[config.mk]
export PLATFORM = sky130hd
export DESIGN_NAME = abm_addr_pin_mux
export DESIGN_NICKNAME = d
export VERILOG_FILES = /design/src/design/abm_pkg.sv /design/src/design/abm_cycle_if.sv /design/src/design/abm_cycle_hold.sv /design/src/design/abm_addr_pin_mux.sv
export VERILOG_INCLUDE_DIRS = /design/src /design/src/design
export SDC_FILE = /design/constraint.sdc
export NUM_CORES = 1
export LEC_CHECK = 0
export ABC_CLOCK_PERIOD_IN_PS = 1200
export BUFFER_PORTS_ARGS = -buffer_cell sky130_fd_sc_hd__clkbuf_2
export CAP_MARGIN = 0
export CORE_MARGIN = 10
export CORE_UTILIZATION = 30
export CTS_CLUSTER_DIAMETER = 80
export CTS_CLUSTER_SIZE = 20
export DETAILED_ROUTE_END_ITERATION = 12
export PLACE_DENSITY = 0.56
export SETUP_SLACK_MARGIN = 0.02
export SKIP_CTS_REPAIR_TIMING = 1
export SLEW_MARGIN = 20
export SYNTH_ARGS = -nofsm -noshare
export SYNTH_HDL_FRONTEND = slang
export SYNTH_SLANG_ARGS = --single-unit
[constraint.sdc]
create_clock -name clk -period 1.2 [get_ports clk]
set_input_delay 0.24 -clock clk [delete_from_list [all_inputs] [get_ports clk]]
set_output_delay 0.24 -clock clk [all_outputs]
set_load 0.05 [all_outputs]
[src/design/abm_params.svh]
`ifndef ABM_PARAMS_SVH
`define ABM_PARAMS_SVH
`define ABM_LOWER_W        24
`define ABM_UPPER_W        8
`define ABM_SPACE_W        4
`define ABM_SPACE_CPU      4'h7
`define ABM_PORT_RESET     8'h00
`define ABM_DIR_RESET      8'h00
`define ABM_MODE_RESET     16'h0000
`define ABM_MODE_ADDR      2'h0
`define ABM_MODE_PORT      2'h1
`define ABM_MODE_IACK      2'h2
`endif

[src/design/abm_pkg.sv]
package abm_pkg;
  typedef enum logic [1:0] {
    ABM_PIN_ADDR = 2'h0,
    ABM_PIN_PORT = 2'h1,
    ABM_PIN_IACK = 2'h2,
    ABM_PIN_RSVD = 2'h3
  } abm_pin_mode_t;
  typedef enum logic [1:0] {
    ABM_IDLE,
    ABM_STROBE
  } abm_state_t;
endpackage

[src/design/abm_cycle_if.sv]
`timescale 1ns/1ps
interface abm_cycle_if;
  logic        latch;
  logic        active;
  logic [31:0] address;
  logic [3:0]  space;
  logic        iack;
  logic [2:0]  level;
  modport hold (input latch, input address, input space, output active, output iack, output level);
  modport ctrl (output latch, output address, output space, input active, input iack, input level);
endinterface

[src/design/abm_cycle_hold.sv]
`timescale 1ns/1ps
`include "abm_params.svh"
module abm_cycle_hold
  import abm_pkg::*;
(
  input  wire logic clk,
  input  wire logic rst_n,
  input  wire logic strobe_end,
  abm_cycle_if.hold cyc
);
  abm_state_t  state;
  abm_state_t  next_state;
  logic [31:0] held;
  logic [31:0] next_held;
  logic [3:0]  held_space;
  logic [3:0]  next_held_space;

  always_comb begin
    next_state      = state;
    next_held       = held;
    next_held_space = held_space;
    case (state)
      ABM_IDLE: begin
        if (cyc.latch) begin
          next_state      = ABM_STROBE;
          next_held       = cyc.address;
          next_held_space = cyc.space;
        end
      end
      default: begin
        // address frozen until strobe ends; new request ignored meanwhile
        if (strobe_end) begin
          next_state = ABM_IDLE;
        end
      end
    endcase
  end

  always_ff @(posedge clk) begin
    if (!rst_n) begin
      state      <= ABM_IDLE;
      held       <= 32'h0000_0000;
      held_space <= 4'h0;
    end else begin
      state      <= next_state;
      held       <= next_held;
      held_space <= next_held_space;
    end
  end

  assign cyc.active = (state == ABM_STROBE);
  // acknowledge cycle: cpu space, type field all ones in bits 19:16
  assign cyc.iack   = cyc.active && (held_space == `ABM_SPACE_CPU) && (held[19:16] == 4'hf)
                      && (held[3:1] != 3'h0);
  assign cyc.level  = held[3:1];
endmodule

[src/design/abm_addr_pin_mux.sv]
`timescale 1ns/1ps
`include "abm_params.svh"
module abm_addr_pin_mux
  import abm_pkg::*;
#(
  parameter int LOWER_W = `ABM_LOWER_W,
  parameter int UPPER_W = `ABM_UPPER_W
)(
  input  wire logic               clk,
  input  wire logic               rst_n,
  input  wire logic               cycle_start,
  input  wire logic               cycle_end,
  input  wire logic [31:0]        cycle_address,
  input  wire logic [3:0]         space_code,
  input  wire logic               bus_owned,
  input  wire logic [15:0]        pin_mode,
  input  wire logic [UPPER_W-1:0] port_out_data,
  input  wire logic [UPPER_W-1:0] port_dir,
  input  wire logic               port_write,
  input  wire logic [UPPER_W-1:0] upper_address_lines_in,
  output logic                    address_strobe_n,
  output logic [3:0]              space_code_lines,
  output logic [LOWER_W-1:0]      lower_address_lines,
  output logic [LOWER_W-1:0]      lower_address_lines_oe,
  output logic [UPPER_W-1:0]      upper_address_lines,
  output logic [UPPER_W-1:0]      upper_address_lines_oe,
  output logic [UPPER_W-1:0]      upper_pin_parallel_port
);
  abm_cycle_if cyc ();

  // port group
  logic [UPPER_W-1:0] port_latch;
  logic [UPPER_W-1:0] next_port_latch;
  logic [UPPER_W-1:0] port_in;
  logic [UPPER_W-1:0] next_port_in;
  logic [UPPER_W-1:0] next_readback;
  // strobe and space group
  logic [3:0]         cycle_space;
  logic [3:0]         next_cycle_space;
  logic               next_strobe_n;
  logic [3:0]         next_space;
  // lower lane group
  logic [LOWER_W-1:0] next_lower;
  logic [LOWER_W-1:0] next_lower_oe;
  // upper pin group
  logic [UPPER_W-1:0] next_upper;
  logic [UPPER_W-1:0] next_upper_oe;
  logic [7:0]         ack_onehot;
  logic               take_start;

  function automatic abm_pin_mode_t mode_of(input logic [15:0] m, input int i);
    return abm_pin_mode_t'(m[2*i +: 2]);
  endfunction

  // line i reports level i+1; the top line has no level and idles negated
  function automatic logic ack_line_n(input logic [7:0] onehot, input int i);
    logic line_n;
    line_n = 1'b1;
    if (i < 7) begin
      line_n = !onehot[i + 1];
    end
    return line_n;
  endfunction

  assign cyc.latch   = cycle_start;
  assign cyc.address = cycle_address;
  assign cyc.space   = space_code;

  abm_cycle_hold u_hold (
    .clk        (clk),
    .rst_n      (rst_n),
    .strobe_end (cycle_end),
    .cyc        (cyc)
  );

  always_comb begin
    // acknowledge level n drives line n-1; level 0 never reaches here
    ack_onehot = 8'h00;
    if (cyc.iack) begin
      ack_onehot[cyc.level] = 1'b1;
    end
  end

  // a start is only taken while idle; one during a strobe is dropped
  assign take_start = cycle_start && !cyc.active;

  // port group: latch, pin sampling and readback
  always_comb begin
    next_port_latch = port_latch;
    if (port_write) begin
      next_port_latch = port_out_data;
    end
    next_port_in  = upper_address_lines_in;
    // driven pins read back the latch, inputs the pin level
    next_readback = (port_dir & port_latch) | (~port_dir & port_in);
  end

  always_ff @(posedge clk) begin
    if (!rst_n) begin
      port_latch              <= `ABM_PORT_RESET;
      port_in                 <= '0;
      upper_pin_parallel_port <= '0;
    end else begin
      port_latch              <= next_port_latch;
      port_in                 <= next_port_in;
      upper_pin_parallel_port <= next_readback;
    end
  end

  // strobe and space group
  always_comb begin
    next_cycle_space = cycle_space;
    if (take_start) begin
      // captured with the address so the code cannot move under the strobe
      next_cycle_space = space_code;
    end
    next_strobe_n = !cyc.active;
    next_space    = 4'h0;
    if (cyc.active) begin
      next_space = cycle_space;
    end
  end

  always_ff @(posedge clk) begin
    if (!rst_n) begin
      cycle_space      <= 4'h0;
      address_strobe_n <= 1'b1;
      space_code_lines <= 4'h0;
    end else begin
      cycle_space      <= next_cycle_space;
      address_strobe_n <= next_strobe_n;
      space_code_lines <= next_space;
    end
  end

  // lower lane group
  always_comb begin
    next_lower    = lower_address_lines;
    next_lower_oe = {LOWER_W{bus_owned}};
    // loaded only when a start is taken, so it cannot move under the strobe
    if (take_start) begin
      next_lower = cycle_address[LOWER_W-1:0];
    end
  end

  always_ff @(posedge clk) begin
    if (!rst_n) begin
      lower_address_lines    <= '0;
      lower_address_lines_oe <= '0;
    end else begin
      lower_address_lines    <= next_lower;
      lower_address_lines_oe <= next_lower_oe;
    end
  end

  // upper pin group
  always_comb begin
    for (int i = 0; i < UPPER_W; i++) begin
      next_upper[i]    = 1'b0;
      next_upper_oe[i] = 1'b0;
      case (mode_of(pin_mode, i))
        ABM_PIN_ADDR: begin
          next_upper[i] = upper_address_lines[i];
          if (take_start) begin
            next_upper[i] = cycle_address[LOWER_W+i];
          end
          next_upper_oe[i] = bus_owned;
        end
        ABM_PIN_PORT: begin
          next_upper[i]    = next_port_latch[i];
          next_upper_oe[i] = port_dir[i];
        end
        ABM_PIN_IACK: begin
          // active low, always driven so a peripheral never sees a floating line
          next_upper[i]    = ack_line_n(ack_onehot, i);
          next_upper_oe[i] = 1'b1;
        end
        default: begin
          next_upper[i]    = 1'b0;
          next_upper_oe[i] = 1'b0;
        end
      endcase
    end
  end

  always_ff @(posedge clk) begin
    if (!rst_n) begin
      upper_address_lines    <= '0;
      upper_address_lines_oe <= '0;
    end else begin
      upper_address_lines    <= next_upper;
      upper_address_lines_oe <= next_upper_oe;
    end
  end
endmodule

==> flow_summary_export.csv <==
group,metric,value,unit
status,outcome,"finished, violations left",
status,violations,"negative setup slack",
run,maxCapViolations,0,
placed_design,dpl_cell_area,3970,um2
sta,hold_slack,0.0863,ns
yosys,ys_warn_count,0,
floorplanning,die_h,121,um
grt,overflow,0,
critical_path,criticalPathCategory,"reg2out",
routing,drcViolationCount,0,
placed_design,gp_congestion,0.828,
cells_and_area,seq_area,1540,um2
yosys,syn_inst,338,
yosys,synthArstFlopShare,0,
critical_path,r2r_end,"upper_address_lines[1]",
critical_path,crit_path_start,"lower_address_lines_oe[0]",
cells_and_area,final_cell_mix,"clkbuf_2, dfxtp_1, buf_4",
routing,wl_met3,1.10,mm
critical_path,cp-endpoint,"lower_address_lines_oe[0]",
grt,grt_pass1_vias,2912,
floorplanning,fp-row-count,36,
clocking,clock_sinks,75,
routing,wl_met1,4.20,mm
routing,wl_met2,5.18,mm
floorplanning,die_area,14600,um2
floorplanning,die_x,121,um
routing,drt-total-wl,10.7,mm
placed_design,dp.cells,608,
floorplanning,initial_core_util,0.310,
clocking,cts_buffers,9,
critical_path,rrSetupSlack,-0.05,ns
pwr,ir_worst_vdd,0.718,mV
routing,drt_iter0_drc,98,
cells_and_area,finalNonFillerCells,636,
cells_and_area,layout.nets,579,
routing,detail-route-antenna-nets,0,
grt,grt_pass1_wl,15.2,mm
yosys,ys_types,37,
cells_and_area,syn_to_final_growth,69.7,%
critical_path,crit_arrival,1.06,ns
yosys,synth-seq-cells,75,
sta,max_freq,772,MHz
sta,finalCritPeriodShare,1.08,
sta,skew,0.00767,ns
clocking,path_clk_slew,0.08,ns
sta,period_minus_slack,1.30,ns
sta,slew_headroom,0.804,
routing,dr.pass1.iters,4,
routing,vias_per_cell,4.67,
sta,rsz0062_at_grt,"true",
floorplanning,ios,159,
cells_and_area,nFillCells,903,
cells_and_area,layout-drive-gt1-share,0.580,
clocking,clockBufferDepth,2,
critical_path,cp_max_fo,12,
yosys,netlist_area,3040,um2
critical_path,cp-start-kind,"flop",
cells_and_area,final_common_cell,"clkbuf_2",
cells_and_area,stdcell_area,5160,um2
yosys,synth-main-ff-cell,"dfxtp_1",
clocking,h-tree-depth,3,
critical_path,reg2reg_depth,4,
clocking,clkLatencyLatePin,0.35,ns
routing,routedWlPerCell,16.8,um
pwr,power_density,1320,nW/um2
cells_and_area,postLayoutCoreUtil,0.525,
floorplanning,core-area,9820,um2
yosys,ys_seq_area_frac,0.494,
routing,vias,2969,
routing,top_layer_used,"met4",
placed_design,dp_hpwl,7.76,mm
clocking,cts_tree,"done",
pwr,p_leak,2.42,nW
sta,slew_viol_final,0,
grt,grt_max_degree,29,
grt,antenna_found_initial,1,
yosys,synth_fp_nets,420,
grt,grtUsageTotal,0.131,
critical_path,reg2reg_from,"u_hold.state[0]",
critical_path,cp-end-kind,"output pin",
cells_and_area,multi_input_area,1650,um2
yosys,synth_edf_count,0,
critical_path,cp.required,0.96,ns
placed_design,portBuffers,158,
clocking,root_buffer,"clkbuf_8",
sta,tightest_slew,0.294,ns
worst_hold_path,hp-class,"in2reg",
sta,fin_ws,-0.0961,ns
sta,finalHoldViolCount,0,
sta,setup_violations,42,
yosys,avgSynthCellArea,9.00,um2
## worst min path at each step
stage                                         start                 endpoint  slack [ns]  cells after the start
after floorplan                         pin_mode[7]   upper_address_lines[3]        0.33                      1
after global placement      lower_address_lines[23]  lower_address_lines[23]        0.44                      2
after detailed placement     lower_address_lines[8]   lower_address_lines[8]        0.45                      2
after CTS                 upper_address_lines_in[5]               port_in[5]        0.06                      2
after global routing      upper_address_lines_in[5]               port_in[5]        0.07                      2
final                     upper_address_lines_in[5]               port_in[5]        0.09                      2
## area by class of cell
class	instances	area share
antenna	1	0.000485
clock buffer	11	0.0274
clock inverter	5	0.0194
timing repair buffer	189	0.299
inverter	6	0.00437
multi-input combinational	216	0.319
tap	133	0.0323
sequential	75	0.298
## layer usage
metal  global-route usage  up-vias
met5                    0        -
met4               0.0603        0
met3               0.0679       15
met2                0.204      108
met1                0.146     1393
li1                     -     1453
## synthesized netlist by cell type (all sizes together), types with 2 or more instances
library cell,count,share of area
a2bb2oi,2,0.0058
o311a,3,0.0099
o32ai,6,0.017
a21oi,33,0.054
and2,9,0.019
inv,6,0.0074
nand3b,5,0.012
o21ai,3,0.0049
and3,4,0.0082
o21bai,3,0.0074
a211oi,5,0.012
nor2,22,0.027
dfxtp,75,0.49
buf,35,0.080
nor3,4,0.0066
nor2b,4,0.0082
nand4b,4,0.012
clkbuf,6,0.0074
nand2b,7,0.014
nand2,64,0.079
nand4,2,0.0041
a211o,5,0.014
mux2i,16,0.053
and3b,5,0.014
o31ai,2,0.0049
## cell families (layout without fill, tap and decap cells)
kind of cell	Yosys count	count (layout)	share of synthesized area
other cells	0	1	0
simple gates	132	132	0.209
compound gates	67	67	0.146
buf+inv	47	211	0.0946
flops	75	75	0.494
mux	17	17	0.0564
## critical path: stages (launching register included)
cell	delay, ns
dfxtp_4	0.37
buf_8	0.16
buf_6	0.17
## flip-flops by register name, indices dropped and copies added (netlist names)
register	cells
upper_pin_parallel_port	8
space_code_lines	4
lower_address_lines_oe	1
port_latch	8
u_hold.state	1
port_in	8
address_strobe_n	1
cycle_space	4
upper_address_lines_oe	8
upper_address_lines	8
lower_address_lines	24
## stage by stage
stage                     TNS [ns]  worst slack (ns)  total power (W)
after CTS                    -8.35            -0.223          0.00648
final                        -2.72           -0.0961          0.00679
after floorplan                  0            0.0238          0.00367
after global routing         -5.77            -0.153          0.00708
after detailed placement    -0.722            -0.207          0.00409
after global placement      -0.239           -0.0764          0.00407
## where the power goes
part	leakage (nW)	total, W	internal (W)	switching [W]
Combinational	1.67	0.00170	0.000680	0.00102
Clock	0.123	0.00237	0.00143	0.000940
Sequential	0.625	0.00272	0.00263	0.0000908
(Power assumes the default switching activity.)
